### src/shared/rcl_pkg.sv
// Package of register map, field positions and types for the control block.
package rcl_pkg;

  // ----------------------------------------------------------------
  // Register byte offsets
  // ----------------------------------------------------------------
  localparam logic [4:0] OFF_TIME     = 5'h00;
  localparam logic [4:0] OFF_DATE     = 5'h04;
  localparam logic [4:0] OFF_CONTROL  = 5'h08;
  localparam logic [4:0] OFF_STATUS   = 5'h0C;
  localparam logic [4:0] OFF_MASK     = 5'h10;
  localparam logic [4:0] OFF_RELOAD   = 5'h14;
  localparam logic [4:0] OFF_SYNC_DIV = 5'h18;
  localparam logic [4:0] OFF_STAMP    = 5'h1C;

  // ----------------------------------------------------------------
  // Control register fields
  // ----------------------------------------------------------------
  localparam int unsigned CTL_WAKEUP_IRQ  = 14;
  localparam int unsigned CTL_ALARM2_IRQ  = 13;
  localparam int unsigned CTL_ALARM1_IRQ  = 12;
  localparam int unsigned CTL_STAMP_EN    = 11;
  localparam int unsigned CTL_WAKEUP_ON   = 10;
  localparam int unsigned CTL_ALARM2_ON   = 9;
  localparam int unsigned CTL_ALARM1_ON   = 8;
  localparam int unsigned CTL_HOUR_FMT    = 6;
  localparam int unsigned CTL_BYPASS      = 5;
  localparam int unsigned CTL_REF_DETECT  = 4;
  localparam int unsigned CTL_STAMP_EDGE  = 3;
  localparam logic [31:0] CTL_WRITABLE    = 32'h0000_7F7F;
  localparam logic [31:0] CTL_RESET       = 32'h0000_0000;

  // ----------------------------------------------------------------
  // Event status and mask fields
  // ----------------------------------------------------------------
  localparam int unsigned EVT_WAKEUP  = 0;
  localparam int unsigned EVT_ALARM1  = 1;
  localparam int unsigned EVT_ALARM2  = 2;
  localparam int unsigned EVT_STAMP   = 3;
  localparam int unsigned EVT_REF     = 4;
  localparam int unsigned EVT_COUNT   = 5;
  localparam logic [4:0]  EVT_RESET   = 5'h00;

  // ----------------------------------------------------------------
  // Other reset values and widths
  // ----------------------------------------------------------------
  localparam logic [15:0] RELOAD_RESET   = 16'hFFFF;
  localparam logic [14:0] SYNC_DIV_RESET = 15'h00FF;
  localparam int unsigned TIME_W         = 23;
  localparam int unsigned DATE_W         = 24;
  localparam int unsigned WK_CNT_W       = 17;

  // ----------------------------------------------------------------
  // Wakeup clock select codes
  // ----------------------------------------------------------------
  localparam logic [2:0] WKSEL_DIV16 = 3'h0;
  localparam logic [2:0] WKSEL_DIV8  = 3'h1;
  localparam logic [2:0] WKSEL_DIV4  = 3'h2;
  localparam logic [2:0] WKSEL_DIV2  = 3'h3;

  typedef struct packed {
    logic [16:0] upper;
    logic        wakeup_irq_enable;
    logic        alarm2_irq_enable;
    logic        alarm1_irq_enable;
    logic        stamp_capture_enable;
    logic        wakeup_timer_on;
    logic        alarm2_on;
    logic        alarm1_on;
    logic        reserved7;
    logic        hour_format_select;
    logic        shadow_bypass;
    logic        mains_ref_detect_enable;
    logic        stamp_edge_select;
    logic [2:0]  wakeup_clock_select;
  } rcl_ctrl_t;

  typedef enum logic [0:0] {
    BUS_IDLE = 1'b0,
    BUS_ACK  = 1'b1
  } rcl_bus_state_t;

endpackage

### src/logic/rcl_edge_sync.sv
// Two-stage pin synchroniser with rise and fall pulses.
`timescale 1ns/1ps
module rcl_edge_sync (
  // Clock and reset
  input  wire logic clk,
  input  wire logic reset,
  // Pin and results
  input  wire logic pin_in,
  output logic      level,
  output logic      rise,
  output logic      fall
);

  logic meta_q;
  logic sync_q;
  logic last_q;

  // The first stage is read only by the second stage.
  always_ff @(posedge clk) begin
    if (reset) begin
      meta_q <= 1'b0;
      sync_q <= 1'b0;
      last_q <= 1'b0;
    end else begin
      meta_q <= pin_in;
      sync_q <= meta_q;
      last_q <= sync_q;
    end
  end

  assign level = sync_q;
  assign rise  = sync_q & ~last_q;
  assign fall  = ~sync_q & last_q;

endmodule

### src/logic/rcl_control.sv
// Control register, wakeup timer, shadow calendar, event flags and bus slave.
`timescale 1ns/1ps

module rcl_control (
  // Clock and reset
  input  wire logic                          clk,
  input  wire logic                          reset,
  // Avalon-MM slave
  input  wire logic [4:0]                    avs_address,
  input  wire logic                          avs_read,
  input  wire logic                          avs_write,
  input  wire logic [31:0]                   avs_writedata,
  input  wire logic [3:0]                    avs_byteenable,
  output logic      [31:0]                   avs_readdata,
  output logic                               avs_waitrequest,
  // Pins
  input  wire logic                          calendar_clock,
  input  wire logic                          mains_ref_input,
  input  wire logic                          stamp_input,
  // Calendar core
  input  wire logic [rcl_pkg::TIME_W-1:0]    live_time,
  input  wire logic [rcl_pkg::DATE_W-1:0]    live_date,
  input  wire logic                          one_hz_tick,
  input  wire logic                          alarm1_match,
  input  wire logic                          alarm2_match,
  output logic                               hour_format_select,
  output logic                               mains_ref_edge,
  output logic [14:0]                        sync_divider_value,
  // Interrupt
  output logic                               irq
);

  // ----------------------------------------------------------------
  // Registers and nets
  // ----------------------------------------------------------------
  rcl_pkg::rcl_ctrl_t                 ctrl;
  rcl_pkg::rcl_bus_state_t            bus_q;
  logic [31:0]                        control_q;
  logic [rcl_pkg::EVT_COUNT-1:0]      status_q;
  logic [rcl_pkg::EVT_COUNT-1:0]      mask_q;
  logic [rcl_pkg::EVT_COUNT-1:0]      events;
  logic [rcl_pkg::EVT_COUNT-1:0]      gate;
  logic [15:0]                        reload_q;
  logic [14:0]                        sync_div_q;
  logic [rcl_pkg::TIME_W-1:0]         time_shadow_q;
  logic [rcl_pkg::DATE_W-1:0]         date_shadow_q;
  logic [rcl_pkg::TIME_W-1:0]         stamp_time_q;
  logic [31:0]                        rdata_q;
  logic [31:0]                        rdata_d;
  logic [31:0]                        wmask;
  logic                               cal_half_q;
  logic [3:0]                         div_cnt_q;
  logic [rcl_pkg::WK_CNT_W-1:0]       wk_cnt_q;
  logic [rcl_pkg::WK_CNT_W-1:0]       wk_reload;
  logic                               cal_tick;
  logic                               shadow_load;
  logic                               div_hit;
  logic                               wk_tick;
  logic                               wk_event;
  logic                               ref_rise;
  logic                               stamp_rise;
  logic                               stamp_fall;
  logic                               stamp_event;
  logic                               req;
  logic                               wr_fire;

  assign ctrl = rcl_pkg::rcl_ctrl_t'(control_q);

  // ----------------------------------------------------------------
  // Pin synchronisers
  // ----------------------------------------------------------------
  rcl_edge_sync u_cal_sync (
    .clk    (clk),
    .reset  (reset),
    .pin_in (calendar_clock),
    .level  (),
    .rise   (cal_tick),
    .fall   ()
  );

  rcl_edge_sync u_ref_sync (
    .clk    (clk),
    .reset  (reset),
    .pin_in (mains_ref_input),
    .level  (),
    .rise   (ref_rise),
    .fall   ()
  );

  rcl_edge_sync u_stamp_sync (
    .clk    (clk),
    .reset  (reset),
    .pin_in (stamp_input),
    .level  (),
    .rise   (stamp_rise),
    .fall   (stamp_fall)
  );

  // ----------------------------------------------------------------
  // Bus slave
  // ----------------------------------------------------------------
  // One wait cycle per access: the first edge latches read data, the second
  // completes the transfer, so read data always come from flip-flops.
  assign req             = avs_read | avs_write;
  assign avs_waitrequest = req & (bus_q != rcl_pkg::BUS_ACK);
  assign wr_fire         = avs_write & (bus_q == rcl_pkg::BUS_ACK);
  assign avs_readdata    = rdata_q;
  assign wmask           = {{8{avs_byteenable[3]}}, {8{avs_byteenable[2]}},
                            {8{avs_byteenable[1]}}, {8{avs_byteenable[0]}}};

  always_ff @(posedge clk) begin
    if (reset) begin
      bus_q <= rcl_pkg::BUS_IDLE;
    end else begin
      unique case (bus_q)
        rcl_pkg::BUS_IDLE: begin
          if (req) begin
            bus_q <= rcl_pkg::BUS_ACK;
          end
        end
        rcl_pkg::BUS_ACK: begin
          bus_q <= rcl_pkg::BUS_IDLE;
        end
      endcase
    end
  end

  always_comb begin
    rdata_d = 32'h0000_0000;
    unique case (avs_address)
      rcl_pkg::OFF_TIME: begin
        rdata_d[rcl_pkg::TIME_W-1:0] = ctrl.shadow_bypass ? live_time : time_shadow_q;
      end
      rcl_pkg::OFF_DATE: begin
        rdata_d[rcl_pkg::DATE_W-1:0] = ctrl.shadow_bypass ? live_date : date_shadow_q;
      end
      rcl_pkg::OFF_CONTROL:  rdata_d = control_q;
      rcl_pkg::OFF_STATUS:   rdata_d[rcl_pkg::EVT_COUNT-1:0] = status_q;
      rcl_pkg::OFF_MASK:     rdata_d[rcl_pkg::EVT_COUNT-1:0] = mask_q;
      rcl_pkg::OFF_RELOAD:   rdata_d[15:0] = reload_q;
      rcl_pkg::OFF_SYNC_DIV: rdata_d[14:0] = sync_div_q;
      rcl_pkg::OFF_STAMP:    rdata_d[rcl_pkg::TIME_W-1:0] = stamp_time_q;
      default:               rdata_d = 32'h0000_0000;
    endcase
  end

  always_ff @(posedge clk) begin
    if (reset) begin
      rdata_q <= 32'h0000_0000;
    end else if (avs_read && bus_q == rcl_pkg::BUS_IDLE) begin
      rdata_q <= rdata_d;
    end
  end

  // ----------------------------------------------------------------
  // Software registers
  // ----------------------------------------------------------------
  always_ff @(posedge clk) begin
    if (reset) begin
      control_q <= rcl_pkg::CTL_RESET;
    end else if (wr_fire && avs_address == rcl_pkg::OFF_CONTROL) begin
      control_q <= (control_q & ~(wmask & rcl_pkg::CTL_WRITABLE))
                 | (avs_writedata & wmask & rcl_pkg::CTL_WRITABLE);
    end
  end

  always_ff @(posedge clk) begin
    if (reset) begin
      mask_q <= rcl_pkg::EVT_RESET;
    end else if (wr_fire && avs_address == rcl_pkg::OFF_MASK && avs_byteenable[0]) begin
      mask_q <= avs_writedata[rcl_pkg::EVT_COUNT-1:0];
    end
  end

  always_ff @(posedge clk) begin
    if (reset) begin
      reload_q <= rcl_pkg::RELOAD_RESET;
    end else if (wr_fire && avs_address == rcl_pkg::OFF_RELOAD) begin
      reload_q <= (reload_q & ~wmask[15:0]) | (avs_writedata[15:0] & wmask[15:0]);
    end
  end

  // The divider is only stored here; its value matters to reference detection
  // and is the programmer's duty to set before enabling it.
  always_ff @(posedge clk) begin
    if (reset) begin
      sync_div_q <= rcl_pkg::SYNC_DIV_RESET;
    end else if (wr_fire && avs_address == rcl_pkg::OFF_SYNC_DIV) begin
      sync_div_q <= (sync_div_q & ~wmask[14:0]) | (avs_writedata[14:0] & wmask[14:0]);
    end
  end

  assign sync_divider_value = sync_div_q;
  assign hour_format_select = ctrl.hour_format_select;

  // ----------------------------------------------------------------
  // Shadow calendar
  // ----------------------------------------------------------------
  assign shadow_load = cal_tick & cal_half_q;

  always_ff @(posedge clk) begin
    if (reset) begin
      cal_half_q    <= 1'b0;
      time_shadow_q <= '0;
      date_shadow_q <= '0;
    end else begin
      if (cal_tick) begin
        cal_half_q <= ~cal_half_q;
      end
      if (shadow_load) begin
        time_shadow_q <= live_time;
        date_shadow_q <= live_date;
      end
    end
  end

  // ----------------------------------------------------------------
  // Wakeup timer
  // ----------------------------------------------------------------
  always_comb begin
    unique case (ctrl.wakeup_clock_select[1:0])
      2'b00:   div_hit = (div_cnt_q == 4'hF);
      2'b01:   div_hit = (div_cnt_q[2:0] == 3'h7);
      2'b10:   div_hit = (div_cnt_q[1:0] == 2'h3);
      default: div_hit = div_cnt_q[0];
    endcase
  end

  assign wk_tick   = ctrl.wakeup_clock_select[2] ? one_hz_tick : (cal_tick & div_hit);
  assign wk_reload = {ctrl.wakeup_clock_select[2] & ctrl.wakeup_clock_select[1], reload_q};
  assign wk_event  = ctrl.wakeup_timer_on & wk_tick & (wk_cnt_q == '0);

  always_ff @(posedge clk) begin
    if (reset) begin
      div_cnt_q <= 4'h0;
    end else if (cal_tick) begin
      div_cnt_q <= div_cnt_q + 4'h1;
    end
  end

  // While stopped, the counter tracks the reload value so that a new start
  // always counts a full period.
  always_ff @(posedge clk) begin
    if (reset) begin
      wk_cnt_q <= '0;
    end else if (!ctrl.wakeup_timer_on) begin
      wk_cnt_q <= wk_reload;
    end else if (wk_tick) begin
      if (wk_cnt_q == '0) begin
        wk_cnt_q <= wk_reload;
      end else begin
        wk_cnt_q <= wk_cnt_q - 17'h0_0001;
      end
    end
  end

  // ----------------------------------------------------------------
  // Timestamp and reference detection
  // ----------------------------------------------------------------
  // Edges are found before the select, so changing the edge with capture enabled raises no event.
  assign stamp_event = ctrl.stamp_capture_enable
                     & (ctrl.stamp_edge_select ? stamp_fall : stamp_rise);
  assign mains_ref_edge = ctrl.mains_ref_detect_enable & ref_rise;

  always_ff @(posedge clk) begin
    if (reset) begin
      stamp_time_q <= '0;
    end else if (stamp_event) begin
      stamp_time_q <= live_time;
    end
  end

  // ----------------------------------------------------------------
  // Events and interrupt
  // ----------------------------------------------------------------
  always_comb begin
    events                      = '0;
    events[rcl_pkg::EVT_WAKEUP] = wk_event;
    events[rcl_pkg::EVT_ALARM1] = ctrl.alarm1_on & alarm1_match;
    events[rcl_pkg::EVT_ALARM2] = ctrl.alarm2_on & alarm2_match;
    events[rcl_pkg::EVT_STAMP]  = stamp_event;
    events[rcl_pkg::EVT_REF]    = mains_ref_edge;
  end

  always_comb begin
    gate                      = '1;
    gate[rcl_pkg::EVT_WAKEUP] = ctrl.wakeup_irq_enable;
    gate[rcl_pkg::EVT_ALARM2] = ctrl.alarm2_irq_enable;
    gate[rcl_pkg::EVT_ALARM1] = ctrl.alarm1_irq_enable;
  end

  // A new event wins over a write-one clear in the same cycle.
  always_ff @(posedge clk) begin
    if (reset) begin
      status_q <= rcl_pkg::EVT_RESET;
    end else if (wr_fire && avs_address == rcl_pkg::OFF_STATUS && avs_byteenable[0]) begin
      status_q <= (status_q & ~avs_writedata[rcl_pkg::EVT_COUNT-1:0]) | events;
    end else begin
      status_q <= status_q | events;
    end
  end

  assign irq = |(status_q & mask_q & gate);
endmodule

### config.mk
export PLATFORM = sky130hd
export DESIGN_NAME = rcl_control
export DESIGN_NICKNAME = d
export VERILOG_FILES = /design/src/shared/rcl_pkg.sv /design/src/logic/rcl_edge_sync.sv /design/src/logic/rcl_control.sv
export SDC_FILE = /design/constraint.sdc
export NUM_CORES = 1
export LEC_CHECK = 0
export ABC_AREA = 1
export BUFFER_PORTS_ARGS = -buffer_cell sky130_fd_sc_hd__buf_2
export CAP_MARGIN = 25
export CORE_UTILIZATION = 51
export CTS_CLUSTER_DIAMETER = 50
export DETAILED_ROUTE_END_ITERATION = 10
export PLACE_DENSITY_LB_ADDON = 0.15
export SLEW_MARGIN = 20
export SYNTH_ARGS = -nofsm -noshare
export SYNTH_HDL_FRONTEND = slang
export SYNTH_HIERARCHICAL = 1
export SYNTH_SLANG_ARGS = --single-unit
### constraint.sdc
create_clock -name clk -period 1.45 [get_ports clk]
set_input_delay 0.29 -clock clk [delete_from_list [all_inputs] [get_ports clk]]
set_output_delay 0.29 -clock clk [all_outputs]
set_load 0.05 [all_outputs]
==> run_summary.xml <==
<?xml version="1.0" encoding="UTF-8"?>
<metrics>
  <group name="finish">
    <metric name="filler_cell_count" unit="">1461</metric>
    <metric name="layout-area-overhead-vs-synth" unit="%">29.2</metric>
    <metric name="drive_above_1_share" unit="%">24.8</metric>
    <metric name="final_net_count" unit="">1586</metric>
    <metric name="fin_cells" unit="">1717</metric>
    <metric name="final_util" unit="%">67.5</metric>
    <metric name="antenna_cells" unit="">0</metric>
  </group>
  <group name="sta">
    <metric name="max_freq" unit="MHz">587</metric>
    <metric name="final_min_period_over_clock_period" unit="%">117</metric>
    <metric name="final_worst_setup_slack" unit="ns">-0.253</metric>
    <metric name="hold_fails_final_rpt" unit="">0</metric>
    <metric name="final-max-slew-violation-count" unit="">0</metric>
    <metric name="fin_tns_setup" unit="ns">-2.35</metric>
    <metric name="finalSetupViolations" unit="">19</metric>
    <metric name="timing.clock.skew" unit="ns">0.00982</metric>
    <metric name="tightest_slew" unit="ns">0.639</metric>
    <metric name="period_needed" unit="ns">1.70</metric>
    <metric name="setup_repair_after_global_routing_missed_its_margin" unit="">yes</metric>
    <metric name="timing.slew.headroom" unit="%">57.4</metric>
  </group>
  <group name="power_and_ir_drop">
    <metric name="max-vdd-ir-drop" unit="mV">0.791</metric>
    <metric name="pwr_density_cell" unit="mW/mm^2">941</metric>
    <metric name="static-leakage-power" unit="nW">5.08</metric>
    <metric name="p_total" unit="mW">10.5</metric>
  </group>
  <group name="cts">
    <metric name="cts.hold.buffers_added" unit="">0</metric>
    <metric name="clkLatencyLatePin" unit="ns">0.43</metric>
    <metric name="clockBufferDepth" unit="">2</metric>
    <metric name="cts_tree" unit="">built</metric>
    <metric name="clk_root_buffer_cell" unit="">clkbuf_16</metric>
    <metric name="clkSlewWorstSetupHoldPaths" unit="ns">0.07</metric>
    <metric name="total_clock_sinks" unit="">181</metric>
    <metric name="cts_made_buffers" unit="">17</metric>
    <metric name="maximum_level_of_the_cts_h_tree" unit="">4</metric>
  </group>
  <group name="job">
    <metric name="maxCapViolCount" unit="">0</metric>
  </group>
  <group name="critical_path">
    <metric name="critPathMaxStageDelay" unit="ns">0.32</metric>
    <metric name="setup.worst_path.start_class" unit="">register</metric>
    <metric name="timing.critical_path.buf_inv" unit="">1</metric>
    <metric name="crit_fanout" unit="">2</metric>
    <metric name="data_required_time_at_the_worst_endpoint" unit="ns">1.16</metric>
    <metric name="timing.critical_path.cells" unit="">a22o_1 &gt; a31oi_1 &gt; nand3_1 &gt; buf_6</metric>
    <metric name="critPathArrivalTime" unit="ns">1.41</metric>
    <metric name="family_with_the_most_delay_on_the_worst_path" unit="">compound AO/OA/AOI/OAI gates</metric>
    <metric name="critical-path-slowest-cell" unit="">dfxtp_2</metric>
    <metric name="worst_setup_path_end_kind" unit="">output port</metric>
    <metric name="path_class" unit="">register to output port</metric>
  </group>
  <group name="placed_design">
    <metric name="gp_congestion" unit="">0.915</metric>
    <metric name="minimum_setup_slack_after_placement" unit="ns">-0.215</metric>
    <metric name="placed_cells_incl_taps" unit="">1668</metric>
    <metric name="place.detailed.hpwl" unit="um">17400</metric>
    <metric name="io_buffers" unit="">122</metric>
  </group>
  <group name="grt">
    <metric name="grt_pass1_vias" unit="">7930</metric>
    <metric name="grt_max_degree" unit="">73</metric>
    <metric name="grt_usage" unit="%">29.7</metric>
    <metric name="number_of_antenna_violations_at_the_first_check_in_global_routing" unit="">0</metric>
    <metric name="overflow" unit="">0</metric>
    <metric name="grt_pass1_wl" unit="um">41100</metric>
  </group>
  <group name="logic_synthesis">
    <metric name="yosysWarningCount" unit="">6</metric>
    <metric name="syn_area_per_cell" unit="um^2">6.58</metric>
    <metric name="mapped_cell_area" unit="mm^2">0.00866</metric>
    <metric name="syn_inst" unit="">1316</metric>
  </group>
  <group name="drt">
    <metric name="post_drt_via_cell_ratio" unit="">5.17</metric>
    <metric name="drcViolationCount" unit="">0</metric>
    <metric name="route.detailed.wl_per_inst" unit="um">15.2</metric>
    <metric name="drt-pass1-iter-count" unit="">5</metric>
    <metric name="detail-route-antenna-nets" unit="">0</metric>
    <metric name="number_of_vias_after_detailed_routing" unit="">8869</metric>
    <metric name="drt-total-wl" unit="um">26200</metric>
    <metric name="detailedRoute.firstIterationViolations" unit="">646</metric>
  </group>
  <group name="die">
    <metric name="initial_core_util" unit="%">52.2</metric>
    <metric name="die_height" unit="um">132</metric>
    <metric name="io-pin-count" unit="">149</metric>
    <metric name="floorplan.core_area" unit="mm^2">0.0166</metric>
    <metric name="row_count" unit="">47</metric>
    <metric name="floorplan.die_area" unit="mm^2">0.0175</metric>
    <metric name="floorplan.die.width" unit="um">132</metric>
  </group>
  <group name="run_status">
    <metric name="failed_checks" unit="">negative setup slack</metric>
    <metric name="outcome" unit="">finished, violations left</metric>
  </group>
  <group name="hold_path">
    <metric name="holdCritPathClass" unit="">primary input to register</metric>
  </group>
</metrics>
[tightest hold or removal path, stage by stage]
cell    delay (ns)
buf_2         0.08
inv_1         0.03
nor2_1        0.06
[cell type report]
cell class,instances,area (um^2),share of cell area [%]
inverter,76,300,2.68
clock buffer,17,425,3.80
clock inverter,15,146,1.31
timing repair buffer,215,1630,14.6
multi-input combinational,993,4770,42.6
tap,220,275,2.46
sequential,181,3650,32.6
[cell usage in the layout (no fill, tap or decap), types with 18 or more instances in the layout]
cell and n:
nand2_1 420, nor2_1 211, dfxtp_1 166, buf_2 117, o21ai_0 105, buf_4 67, a21oi_1 63, inv_1 58
nand3_1 39, o21ai_1 21, clkbuf_16 18
[worst paths after layout]
check	cells past startpoint	endpoint	from	slack, ns
worst max register to register	10	wk_cnt_q[15]	div_cnt_q[1]	-0.19
worst max-delay path	4	irq	mask_q[3]	-0.25
worst min-delay path	3	u_stamp_sync/meta_q	stamp_input	0.06
worst min register to register	2	u_cal_sync/level	u_cal_sync/meta_q	0.40
[routing by layer]
| metal | vias up | share of wire, % | global-route usage (%) |
|---|---|---|---|
| met5 | - | 0 | 0 |
| met4 | 0 | 2.0 | 9.96 |
| met3 | 38 | 5.6 | 4.65 |
| met2 | 313 | 48 | 48.8 |
| met1 | 4006 | 44 | 39.8 |
| li1 | 4512 | - | - |
[per-stage QoR]
step / area, um^2 / hold slack (ns)
global route: 11200 / 0.0639
global placement: 9970 / 0.390
finish: 11200 / 0.0610
floorplan: 8740 / 0.361
detailed placement: 9970 / 0.396
CTS: 10900 / 0.0433
[what timing repair did]
item / in CTS / in global routing
gates cloned: 4 / 1
setup endpoints to repair: 21 / 105
gates resized for setup: 80 / 73
pin swaps: 27 / 22
hold endpoints to repair: 0 / 0
setup buffers: 7 / 8
[power breakdown]
part	switching, mW	total, mW	internal (mW)	leakage, nW
clock	2.14	4.55	2.41	0.264
sequential	0.0663	5.11	5.04	1.47
combinational	0.566	0.882	0.317	3.34
total	2.78	10.5	7.77	5.08
(Power assumes the default switching activity.)
